<file path="src/ifi_pkg.sv">
/*
 * Constants shared by the interlock fault indicator: fault codes,
 * flash timing and long supervision times.
 * Assumes a 20 MHz core clock and a 1 ms time base derived from it.
 */
package ifi_pkg;
    // ------------------------------------------------------------
    // clock and time base
    // ------------------------------------------------------------
    localparam int unsigned CLK_HZ = 20_000_000;
    localparam int unsigned MS_PER_S = 1000;
    localparam int unsigned MS_CYCLES = CLK_HZ / MS_PER_S;

    // ------------------------------------------------------------
    // supervision times
    // ------------------------------------------------------------
    localparam int unsigned WARN_MIN = 30;
    localparam int unsigned TAMPER_MIN = 10;
    localparam int unsigned WARN_MS = WARN_MIN * 60 * MS_PER_S;
    localparam int unsigned TAMPER_MS = TAMPER_MIN * 60 * MS_PER_S;
    // control toggle limit, in tenths of a hertz
    localparam int unsigned CTRL_MAX_DHZ = 3;
    // shortest legal gap between edges, rounded up
    localparam int unsigned CTRL_MIN_GAP_MS =
        (10 * MS_PER_S + 2 * CTRL_MAX_DHZ - 1) / (2 * CTRL_MAX_DHZ);

    // ------------------------------------------------------------
    // flash timing, ms
    // ------------------------------------------------------------
    localparam int unsigned FLASH_ON_MS = 200;
    localparam int unsigned FLASH_OFF_MS = 300;
    localparam int unsigned FLASH_GAP_MS = 1500;
    localparam int unsigned BLINK_FRAME_MS = 1000;
    localparam int unsigned SLOW_HALF_MS = 500;
    localparam int unsigned FAST_HALF_MS = 125;
    localparam int unsigned YEL_2HZ_HALF_MS = 250;
    localparam int unsigned POWER_HALF_MS = 500;

    // ------------------------------------------------------------
    // red flash codes
    // ------------------------------------------------------------
    localparam logic [3:0] CODE_NONE = 4'h0;
    localparam logic [3:0] CODE_OUT_A = 4'h1;
    localparam logic [3:0] CODE_OUT_B = 4'h2;
    localparam logic [3:0] CODE_CROSS = 4'h3;
    localparam logic [3:0] CODE_TEMP = 4'h4;
    localparam logic [3:0] CODE_ACT = 4'h5;
    localparam logic [3:0] CODE_CTRL = 4'h6;
    localparam logic [3:0] CODE_DETECT = 4'h7;
    localparam logic [3:0] CODE_BOLT = 4'h8;
    localparam logic [3:0] CODE_SUPPLY = 4'h9;
    localparam logic [3:0] CODE_STEADY = 4'hF;
endpackage

</file>
<file path="src/ifi_flash_gen.sv">
/*
 * Red LED flash-code generator: n pulses then a pause, or steady on.
 * Assumes a one-cycle 1 ms tick from the parent.
 */
`timescale 1ns/1ps
module ifi_flash_gen (
    // clock and reset
    input wire logic core_clk_in,
    input wire logic nrst_in,
    input wire logic ce_in,
    // time base and code
    input wire logic tick_in,
    input wire logic [3:0] code_in,
    // led
    output logic led_out
);
    typedef enum logic [1:0] {
        IFI_FL_IDLE = 2'b00,
        IFI_FL_ON = 2'b01,
        IFI_FL_OFF = 2'b10,
        IFI_FL_GAP = 2'b11
    } ifi_fl_e;

    typedef struct packed {
        ifi_fl_e st;
        logic [15:0] ms;
        logic [3:0] left;
        logic led;
    } ifi_fl_s;

    ifi_fl_s r;
    ifi_fl_s next_r;

    always_comb begin
        next_r = r;
        if (code_in == ifi_pkg::CODE_STEADY) begin
            next_r.st = IFI_FL_IDLE;
            next_r.led = 1'b1;
        end else if (tick_in) begin
            next_r.ms = r.ms + 16'h0001;
            case (r.st)
                IFI_FL_IDLE: begin
                    next_r.led = 1'b0;
                    if (code_in != ifi_pkg::CODE_NONE) begin
                        next_r.st = IFI_FL_ON;
                        next_r.left = code_in;
                        next_r.ms = 16'h0000;
                        next_r.led = 1'b1;
                    end
                end
                IFI_FL_ON: begin
                    if (32'(r.ms) + 1 >= ifi_pkg::FLASH_ON_MS) begin
                        next_r.led = 1'b0;
                        next_r.ms = 16'h0000;
                        next_r.left = r.left - 4'h1;
                        next_r.st = (r.left == 4'h1) ? IFI_FL_GAP
                                                     : IFI_FL_OFF;
                    end
                end
                IFI_FL_OFF: begin
                    if (32'(r.ms) + 1 >= ifi_pkg::FLASH_OFF_MS) begin
                        next_r.led = 1'b1;
                        next_r.ms = 16'h0000;
                        next_r.st = IFI_FL_ON;
                    end
                end
                IFI_FL_GAP: begin
                    // a code change takes effect at the next cycle start
                    if (32'(r.ms) + 1 >= ifi_pkg::FLASH_GAP_MS) begin
                        next_r.ms = 16'h0000;
                        next_r.st = IFI_FL_IDLE;
                    end
                end
                default: next_r.st = IFI_FL_IDLE;
            endcase
        end
        if (code_in == ifi_pkg::CODE_NONE) begin
            next_r.st = IFI_FL_IDLE;
            next_r.led = 1'b0;
        end
    end

    always_ff @(posedge core_clk_in or negedge nrst_in) begin
        if (!nrst_in) begin
            r <= '0;
        end else if (ce_in) begin
            r <= next_r;
        end
    end

    assign led_out = r.led;
endmodule

</file>
<file path="src/ifi_rate_mon.sv">
/*
 * Toggle-rate monitor for the two locking control inputs.
 * Assumes inputs synchronous to the clock and a 1 ms tick.
 */
`timescale 1ns/1ps
module ifi_rate_mon #(
    parameter int unsigned MIN_GAP_MS = ifi_pkg::CTRL_MIN_GAP_MS
) (
    // clock and reset
    input wire logic core_clk_in,
    input wire logic nrst_in,
    input wire logic ce_in,
    // inputs
    input wire logic tick_in,
    input wire logic lock_ctrl_in_a,
    input wire logic lock_ctrl_in_b,
    // result
    output logic too_fast_out
);
    typedef struct packed {
        logic [1:0] prev;
        logic [15:0] gap;
        logic seen;
        logic err;
    } ifi_rm_s;

    ifi_rm_s r;
    ifi_rm_s next_r;
    logic edge_seen;

    always_comb begin
        next_r = r;
        edge_seen = ({lock_ctrl_in_a, lock_ctrl_in_b} != r.prev);
        next_r.prev = {lock_ctrl_in_a, lock_ctrl_in_b};
        if (tick_in && 32'(r.gap) < MIN_GAP_MS) begin
            next_r.gap = r.gap + 16'h0001;
        end
        if (edge_seen) begin
            // two edges closer than the limit mean > 0.3 Hz toggling
            if (r.seen && 32'(r.gap) < MIN_GAP_MS) begin
                next_r.err = 1'b1;
            end
            next_r.gap = 16'h0000;
            next_r.seen = 1'b1;
        end else if (32'(r.gap) >= MIN_GAP_MS) begin
            next_r.err = 1'b0;
        end
    end

    always_ff @(posedge core_clk_in or negedge nrst_in) begin
        if (!nrst_in) begin
            r <= '0;
        end else if (ce_in) begin
            r <= next_r;
        end
    end

    assign too_fast_out = r.err;
endmodule

</file>
<file path="src/ifi_top.sv">
/*
 * Interlock fault indicator: classifies fault conditions into LED flash
 * codes, runs the 30 minute warning shutdown, and drives LEDs and
 * outputs during teach-in and the tamper-protection time.
 * Assumes fault detectors deliver synchronous levels and that the
 * tamper pending flag is kept in non-volatile storage outside.
 */
`timescale 1ns/1ps
module ifi_top #(
    parameter int unsigned MS_CYCLES = ifi_pkg::MS_CYCLES,
    parameter int unsigned WARN_MS = ifi_pkg::WARN_MS,
    parameter int unsigned TAMPER_MS = ifi_pkg::TAMPER_MS
) (
    // clock, reset, enable
    input wire logic core_clk_in,
    input wire logic nrst_in,
    input wire logic ce_in,
    // warning-class fault detectors
    input wire logic fault_out_a_in,
    input wire logic fault_out_b_in,
    input wire logic fault_cross_in,
    input wire logic fault_temp_in,
    // immediate-class fault detectors
    input wire logic fault_actuator_in,
    input wire logic fault_detect_in,
    input wire logic fault_bolt_in,
    input wire logic fault_supply_in,
    input wire logic fault_internal_in,
    // indicate-only fault detector
    input wire logic fault_ctrl_in,
    // locking control inputs
    input wire logic lock_ctrl_in_a,
    input wire logic lock_ctrl_in_b,
    // operation and teach-in
    input wire logic enable_req_in,
    input wire logic reteachable_variant_in,
    input wire logic teach_started_in,
    input wire logic teach_ready_in,
    input wire logic teach_done_in,
    input wire logic tamper_pending_in,
    // safety and diagnostic outputs
    output logic safety_out_a_out,
    output logic safety_out_b_out,
    output logic diag_out_a_out,
    output logic diag_out_b_out,
    // leds
    output logic led_power_out,
    output logic led_fault_out,
    output logic led_status_out,
    // status
    output logic warn_active_out,
    output logic tamper_active_out
);
    // ------------------------------------------------------------
    // state
    // ------------------------------------------------------------
    typedef enum logic [1:0] {
        IFI_MODE_RUN = 2'b00,
        IFI_MODE_TEACH = 2'b01,
        IFI_MODE_TAMPER = 2'b10
    } ifi_mode_e;

    typedef struct packed {
        logic [15:0] div;
        logic tick;
        logic [15:0] blink;
        logic [31:0] warn_ms;
        logic warn_expired;
        logic [31:0] tamper_ms;
        logic started;
        ifi_mode_e mode;
        logic [3:0] code;
        logic safe_a;
        logic safe_b;
        logic diag_a;
        logic diag_b;
        logic led_pwr;
        logic led_sts;
    } ifi_top_s;

    ifi_top_s r;
    ifi_top_s next_r;

    logic ctrl_too_fast;
    logic red_flash;
    logic warn_cond;
    logic cut_now;
    logic [3:0] code_sel;

    // ------------------------------------------------------------
    // helpers
    // ------------------------------------------------------------
    // square wave from the shared 1 s frame
    function automatic logic blink_on(input logic [15:0] ms,
                                      input int unsigned half);
        blink_on = ((32'(ms) % (2 * half)) < half);
    endfunction

    // highest-severity code wins the red LED
    function automatic logic [3:0] fault_code(input logic [9:0] f);
        logic [3:0] c;
        c = ifi_pkg::CODE_NONE;
        if (f[0]) begin
            c = ifi_pkg::CODE_STEADY;
        end else if (f[1]) begin
            c = ifi_pkg::CODE_SUPPLY;
        end else if (f[2]) begin
            c = ifi_pkg::CODE_ACT;
        end else if (f[3]) begin
            c = ifi_pkg::CODE_DETECT;
        end else if (f[4]) begin
            c = ifi_pkg::CODE_BOLT;
        end else if (f[5]) begin
            c = ifi_pkg::CODE_CTRL;
        end else if (f[6] || (f[8] && f[9])) begin
            c = ifi_pkg::CODE_CROSS;
        end else if (f[7]) begin
            c = ifi_pkg::CODE_TEMP;
        end else if (f[9]) begin
            c = ifi_pkg::CODE_OUT_B;
        end else if (f[8]) begin
            c = ifi_pkg::CODE_OUT_A;
        end
        fault_code = c;
    endfunction

    // ------------------------------------------------------------
    // submodules
    // ------------------------------------------------------------
    ifi_rate_mon u_rate (
        .core_clk_in(core_clk_in),
        .nrst_in(nrst_in),
        .ce_in(ce_in),
        .tick_in(r.tick),
        .lock_ctrl_in_a(lock_ctrl_in_a),
        .lock_ctrl_in_b(lock_ctrl_in_b),
        .too_fast_out(ctrl_too_fast)
    );

    ifi_flash_gen u_flash (
        .core_clk_in(core_clk_in),
        .nrst_in(nrst_in),
        .ce_in(ce_in),
        .tick_in(r.tick),
        .code_in(r.code),
        .led_out(red_flash)
    );

    // ------------------------------------------------------------
    // fault classes
    // ------------------------------------------------------------
    assign warn_cond = fault_out_a_in | fault_out_b_in | fault_cross_in |
                       fault_temp_in;
    assign cut_now = fault_actuator_in | fault_detect_in | fault_bolt_in |
                     fault_supply_in | fault_internal_in |
                     ctrl_too_fast;
    assign code_sel = fault_code({fault_out_b_in, fault_out_a_in,
                                  fault_temp_in, fault_cross_in,
                                  fault_ctrl_in, fault_bolt_in,
                                  fault_detect_in, fault_actuator_in,
                                  fault_supply_in, fault_internal_in});

    // ------------------------------------------------------------
    // next state
    // ------------------------------------------------------------
    always_comb begin
        next_r = r;
        next_r.tick = 1'b0;
        next_r.code = code_sel;
        // 1 ms time base
        if (32'(r.div) + 1 >= MS_CYCLES) begin
            next_r.div = 16'h0000;
            next_r.tick = 1'b1;
        end else begin
            next_r.div = r.div + 16'h0001;
        end
        if (r.tick) begin
            next_r.blink = (32'(r.blink) + 1 >= ifi_pkg::BLINK_FRAME_MS)
                ? 16'h0000 : r.blink + 16'h0001;
        end

        // warning timer; cleared as soon as no warning cause remains
        if (!warn_cond) begin
            next_r.warn_ms = 32'h0000_0000;
            next_r.warn_expired = 1'b0;
        end else if (r.tick && !r.warn_expired) begin
            if (r.warn_ms + 32'h0000_0001 >= WARN_MS) begin
                next_r.warn_expired = 1'b1;
            end
            next_r.warn_ms = r.warn_ms + 32'h0000_0001;
        end

        // tamper time: loaded on teach done, or reloaded after reset
        if (!r.started) begin
            next_r.started = 1'b1;
            if (tamper_pending_in && reteachable_variant_in) begin
                next_r.tamper_ms = 32'(TAMPER_MS);
            end
        end else if (teach_done_in && reteachable_variant_in) begin
            next_r.tamper_ms = 32'(TAMPER_MS);
        end else if (r.tick && r.tamper_ms != 32'h0000_0000) begin
            next_r.tamper_ms = r.tamper_ms - 32'h0000_0001;
        end

        // operating mode
        case (r.mode)
            IFI_MODE_RUN, IFI_MODE_TAMPER: begin
                if (teach_started_in) begin
                    next_r.mode = IFI_MODE_TEACH;
                end else if (next_r.tamper_ms != 32'h0000_0000) begin
                    next_r.mode = IFI_MODE_TAMPER;
                end else begin
                    next_r.mode = IFI_MODE_RUN;
                end
            end
            IFI_MODE_TEACH: begin
                if (!teach_started_in && !teach_ready_in) begin
                    next_r.mode = (next_r.tamper_ms != 32'h0000_0000)
                        ? IFI_MODE_TAMPER : IFI_MODE_RUN;
                end
            end
            default: next_r.mode = IFI_MODE_RUN;
        endcase

        // outputs and leds
        case (next_r.mode)
            IFI_MODE_TEACH: begin
                next_r.safe_a = 1'b0;
                next_r.safe_b = 1'b0;
                next_r.diag_a = 1'b0;
                next_r.diag_b = 1'b0;
                next_r.led_pwr = 1'b0;
                next_r.led_sts = teach_ready_in
                    ? blink_on(next_r.blink, ifi_pkg::FAST_HALF_MS)
                    : blink_on(next_r.blink, ifi_pkg::SLOW_HALF_MS);
            end
            IFI_MODE_TAMPER: begin
                next_r.safe_a = 1'b0;
                next_r.safe_b = 1'b0;
                next_r.diag_a = 1'b0;
                next_r.diag_b = 1'b1;
                next_r.led_pwr =
                    blink_on(next_r.blink, ifi_pkg::POWER_HALF_MS);
                next_r.led_sts = 1'b0;
            end
            default: begin
                // fault_ctrl_in alone never reaches the cut terms
                next_r.safe_a = enable_req_in && !cut_now &&
                                !next_r.warn_expired;
                next_r.safe_b = next_r.safe_a;
                next_r.diag_a = next_r.safe_a;
                // drops on any warning so a process can stop in time
                next_r.diag_b = enable_req_in && !cut_now && !warn_cond;
                next_r.led_pwr = 1'b1;
                if (ctrl_too_fast) begin
                    next_r.led_sts =
                        blink_on(next_r.blink, ifi_pkg::YEL_2HZ_HALF_MS);
                end else begin
                    next_r.led_sts = next_r.safe_a;
                end
            end
        endcase
    end

    // ------------------------------------------------------------
    // registers
    // ------------------------------------------------------------
    always_ff @(posedge core_clk_in or negedge nrst_in) begin
        if (!nrst_in) begin
            r <= '0;
        end else if (ce_in) begin
            r <= next_r;
        end
    end

    // ------------------------------------------------------------
    // outputs
    // ------------------------------------------------------------
    assign safety_out_a_out = r.safe_a;
    assign safety_out_b_out = r.safe_b;
    assign diag_out_a_out = r.diag_a;
    assign diag_out_b_out = r.diag_b;
    assign led_power_out = r.led_pwr;
    // red is steady in teach-in and dark in tamper time
    assign led_fault_out = (r.mode == IFI_MODE_TEACH) ? 1'b1 :
                           (r.mode == IFI_MODE_TAMPER) ? 1'b0 :
                           red_flash;
    assign led_status_out = r.led_sts;
    assign warn_active_out = (r.warn_ms != 32'h0000_0000) ||
                             r.warn_expired;
    assign tamper_active_out = (r.tamper_ms != 32'h0000_0000);
endmodule

</file>
<file path="config.mk">
export PLATFORM = sky130hd
export DESIGN_NAME = ifi_top
export DESIGN_NICKNAME = d
export VERILOG_FILES = /design/src/ifi_pkg.sv /design/src/ifi_flash_gen.sv /design/src/ifi_rate_mon.sv /design/src/ifi_top.sv
export SDC_FILE = /design/constraint.sdc
export NUM_CORES = 1
export LEC_CHECK = 0
export BUFFER_PORTS_ARGS = -buffer_cell sky130_fd_sc_hd__clkbuf_2
export CORE_ASPECT_RATIO = 0.75
export CORE_UTILIZATION = 45
export CTS_CLUSTER_DIAMETER = 100
export DETAILED_ROUTE_END_ITERATION = 8
export GPL_TIMING_DRIVEN = 0
export PLACE_DENSITY_LB_ADDON = 0.2
export SLEW_MARGIN = 10
export SYNTH_ARGS = -nofsm -noshare
export SYNTH_HDL_FRONTEND = slang
export SYNTH_HIERARCHICAL = 1
export SYNTH_SLANG_ARGS = --single-unit
</file>
<file path="constraint.sdc">
create_clock -name core_clk_in -period 12.33 [get_ports core_clk_in]
set_input_delay 1.8495 -clock core_clk_in [delete_from_list [all_inputs] [get_ports core_clk_in]]
set_output_delay 1.8495 -clock core_clk_in [all_outputs]
set_load 0.02 [all_outputs]
</file>
; Word level (Yosys, flattened, before mapping)
; Cells that the tools add are included.
; W data, S select, Z words.
[op_classes]
order_cmp = 11
bitwise_logic = 9
n_reduce_logical = 40
add_sub_neg = 10
eq_ne = 18
mux = 49
n_div = 3
[ops]
columns = cell, count
row1 = $mux W32, 4
row2 = $reduce_bool A32 Y1, 3
row3 = $pmux W18 S4, 1
row4 = $mux W23, 3
row5 = $mux W33, 2
row6 = $add A16 B1 Y16 const B, 4
row7 = $mux W16, 4
row8 = $add A16 B1 Y17 const B, 3
row9 = $mux W18, 2
row10 = $add A32 B1 Y32 const B, 1
row11 = $ge A32 B11 Y1 const B, 1
row12 = $ge A32 B21 Y1 const B, 1
row13 = $ge A32 B8 Y1 const B, 1
row14 = $ge A32 B9 Y1 const B, 1
row15 = $lt A32 B7 Y1 const B, 1
row16 = $lt A32 B8 Y1 const B, 1
row17 = $lt A32 B9 Y1 const B, 1
row18 = $mod A16 B10 Y32 const B, 1
row19 = $mod A16 B8 Y32 const B, 1
row20 = $mod A16 B9 Y32 const B, 1
row21 = $sub A32 B1 Y32 const B, 1
row22 = $mux W4, 5
row23 = $ge A17 B10 Y1 const B, 1
row24 = $ge A17 B15 Y1 const B, 1
row25 = 35 further kinds, 95
[word_totals]
regBits = 154
out_inout_bits = 9

; Logic depth before layout (Yosys ltp)
[depth]
depth_word = 11
depth_mapped = 36
depth_no_buf = 32

; Cells and area by module
; The synthesis kept the hierarchy.
[by_module_without_submodules]
columns = mod, area_per_inst_um2, cells_per_inst, n_inst
row1 = ifi_top, 10447.5, 1388, 1
row2 = ifi_flash_gen, 1934.4, 224, 1
row3 = ifi_rate_mon, 1008.5, 101, 1

; Least setup slack after synthesis
; OpenSTA, ideal clock, no wires.
[synth_path]
path_kind = flip-flop to flip-flop
startpoint = register, netlist name r[94]
endpoint = register r, in the netlist led_status_out
t_arrival_ns = 7.473
setup_time_ns = 0.124
path_slack_ns = 4.733
period_less_slack_ns = 7.597
t_required_ns = 12.206
path_stages_with_launch = 32
cell_sequence = dfrtp_1 -> nand2b_1 -> nor3_1 -> ha_1 -> nand3b_1 -> a211o_1 -> buf_4 -> nor3_1 -> o21ai_1 -> a31oi_2 -> mux2i_1 -> and4_1 -> nor2_1 -> o311a_1 -> a211o_1 -> a2111oi_2 -> o31ai_2 -> a21oi_2 -> a21oi_2 -> xnor2_2 -> ha_1 -> nand3_1 -> a21oi_1 -> nand3_1 -> or4_1 -> and4_4 -> mux2_4 -> a21oi_1 -> nand3_1 -> o311a_1 -> o31a_1 -> o31a_1
[synth_rtl]
columns = item, line_no
row1 = end signal: assignment, ifi_top.sv:272  ; r <= next_r;
row2 = end: declaration, ifi_top.sv:81  ; ifi_top_s r;

==> results.md <==
- Setup Fix Bufs, Post-CTS: 0
- Measured slew at the worst slew-check pin: 1070 ps
- Worst reg2reg path depth: 34
- CP Launch Type: flip-flop
- Number of nets in the finished design: 1807
- Worst Clk Skew: 15.3 ps
- Reg2reg setup slack: 3060 ps
- R2R Path Start: r[94]
- Length of the first detailed-routing pass in iterations: 7
- Post-detail-place hpwl: 28.0 mm
- Number of levels the H-tree was split into: 4
- Power per cell area: 114 nW/um^2
- Final setup vio count: 0
- Pin count of the biggest net entering global routing: 88
- Net count of the mapped netlist: 1757
- Unrepaired setup endpoints after global routing: false
- Clock latency reported for the late side of the worst-skew pair: 440 ps
- Layout cells sized above 1: 10.9%
- Count of max-cap constraint violations: 0
- Endpoint required time on the critical path: 12660 ps
- Worst-path cell with the longest stage delay: dfrtp_1
- Vias in the first global route: 12200
- Worst setup path endpoint: led_status_out
- Overflow left after global routing: 0
- Ratio of final minimum period to clock period: 75.2%
- Wire length of the first global-routing pass: 62.8 mm
- IR Drop Worst-Case VDD: 0.000119 V
- Worst max-slew margin expressed relative to the limit: 28.2%
- Global routing usage summed across all routing layers: 25.2%
- Clock transition time at the flip-flop clock pins of the worst setup and hold paths: 70 ps
- Endpoint class of the critical path: flip-flop
- Vias per std cell: 6.22
- Post-synthesis area per instance: 7.82 sq um
- Area growth from synthesis to final layout: 10.0%
- Number of diodes: 0
- Final number of max-transition violations: 0
- Vertical extent of the die: 151 um
- RD Place Congestion: 0.909
- Result of the run: completed
- Critical register-to-register path endpoint: led_status_out
- Largest stage delay, worst path: 780 ps
- Top post-synthesis cells by area: dfrtp_1 28%, o21ai_0 6.5%, nand2_1 5.0%, nor2_1 4.2%, a21oi_1 3.7%
- Number of cells upsized or downsized after cts: 0
- Total vias in the final route: 13500
- Share of synthesized flip-flops with an asynchronous set or reset: 100%
- Most repeated cell in the gate-level netlist after synthesis: nand2_1
- Flip-flop and latch count after synthesis: 152
- Library cell with the largest summed area after synthesis: dfrtp_1
- Routed wire length: 38.1 mm
- Share of Yosys cell area claimed by the top area cell type: 28.4%
- Total CTS buffers: 17
- Static leakage: 0.00551 uW
- Cells after synthesis: 1713
- Classification of the worst-slack hold path: reg -> reg
- Tmin final: 9270 ps
- Number of warnings reported in the yosys synthesis log: 6
- Clock root buffer master: clkbuf_16
- Kind of critical path: reg -> reg
- Critical path origin: r[94]
- Ys flop type: dfrtp_1
- Final core utilization: 50.5%
- # IOs: 30
- Setup TNS: 0 ps
- Max Root-Sink Buffers: 2
- Die X-Extent: 201 um
- Sequential share of the synthesized area: 28.4%
- Row cnt: 54
- Wirelength per Cell: 17.6 um
- Number of DRC violations after detailed routing: 0
- Area of the placeable core: 29200 sq um
- Number of hold violations in the final report: 0
- Crit-path max FO: 20
- Worst Hold Launch: u_rate/r[1]
- Number of distinct library cells after synthesis: 116
- Cell types with the highest counts after synthesis: 177 x nand2_1, 175 x o21ai_0, 152 x dfrtp_1
- Filler instances: 2834
- Critical path arrival: 9600 ps
- Initial core utilization: 45.9%
- Summed instance area of the synthesized netlist: 13400 sq um
- # hold bufs at CTS: 0
- EDFF count, synth: 0
- Highest attainable clock frequency: 108 MHz
- Initial DRC Count: 1214
- Antenna-violating nets left: 0
- Area of the die: 30500 sq um
- Number of buffers added on ports: 29
- TritonCTS clock tree: yes
- Total number of clock tree sinks: 152
- Number of antenna violations at the first check in global routing: 0
-- logic make-up after synthesis --
kind of cell	synth area share (%)
AO/OA/AOI/OAI	29.0
AND/OR/NAND/NOR	27.7
adder cells (fa/ha/maj)	2.37
buffers and inverters	4.99
multiplexers	3.92
XOR/XNOR	3.58
flip-flops	28.4
-- per-layer routing --
layer	wire, um	part of all wire (%)	global-route usage (%)
met1	18700	49	36.9
met2	16600	44	38.9
met3	2160	5.7	3.14
met4	656	1.7	6.97
met5	0	0	0
-- worst min path at each step --
stage	endpoint	slack, ps	cells past startpoint
floorplan	u_rate/r[1]	440	1
global placement	u_rate/r[1]	450	1
detailed placement	u_rate/r[1]	460	1
CTS	u_rate/r[1]	480	1
global route	u_rate/r[1]	520	1
finish	u_rate/r[1]	470	1
-- area by class of cell --
class	count	area [sq um]	area share, %
Multi-Input combinational cell	1410	8920	60.6
Clock inverter	10	163	1.10
Inverter	48	180	1.22
Timing Repair Buffer	31	189	1.28
Clock buffer	22	494	3.35
Sequential cell	152	3800	25.8
Tap cell	392	490	3.33
Buffer	103	488	3.31
-- cell usage in the layout (no fill, tap or decap), types with 15 or more instances in the layout --
master,n
clkbuf_2,29
and3_1,35
dfrtp_1,152
o31ai_1,30
o21ai_0,175
a21oi_1,99
nor3_1,67
clkbuf_16,17
or3_1,20
inv_1,45
a31oi_1,31
o211ai_1,25
ha_1,23
nand3_1,72
clkbuf_1,65
nor2_1,151
nand4_1,33
mux2i_1,28
nor4_1,29
and2_1,19
xnor2_1,39
nand2_1,177
a22o_1,15
-- critical path, delay by kind of cell, from the launching register on --
family | cells | cell delay (ps)
simple gates | 13 | 3160
xor+xnor | 1 | 480
fa+ha+maj | 2 | 450
flops | 1 | 780
compound gates | 15 | 3620
mux | 1 | 350
buf+inv | 2 | 300
-- sequential cells by signal, indices dropped and copies added, names as in the netlist --
| signal | flops |
|---|---|
| diag_out_b_out | 1 |
| led_power_out | 1 |
| led_status_out | 1 |
| r | 105 |
| safety_out_a_out | 1 |
| u_flash/led_out | 1 |
| u_flash/r | 22 |
| u_rate/r | 19 |
| u_rate/too_fast_out | 1 |
-- stage by stage --
step                      cell area [sq um]  hold WS, ps  setup WS (ps)  power [uW]  instances
after CTS                             14700          476           3250        1690       2168
final                                 14700          472           3060        1680       2168
after global placement                14000          452           3380        1080       2134
after detailed placement              14100          458           3280        1090       2136
after floorplan                       13400          436           4730         958       1713
after global routing                  14700          518           2520        1780       2168
-- where the power goes --
group	internal [uW]	total (uW)	leakage [uW]	switching, uW
combinational	176	466	0.00324	290
sequential	558	626	0.00195	67.9
clock	366	591	0.000319	224
No activity file was read; power rests on OpenSTA's default activity.
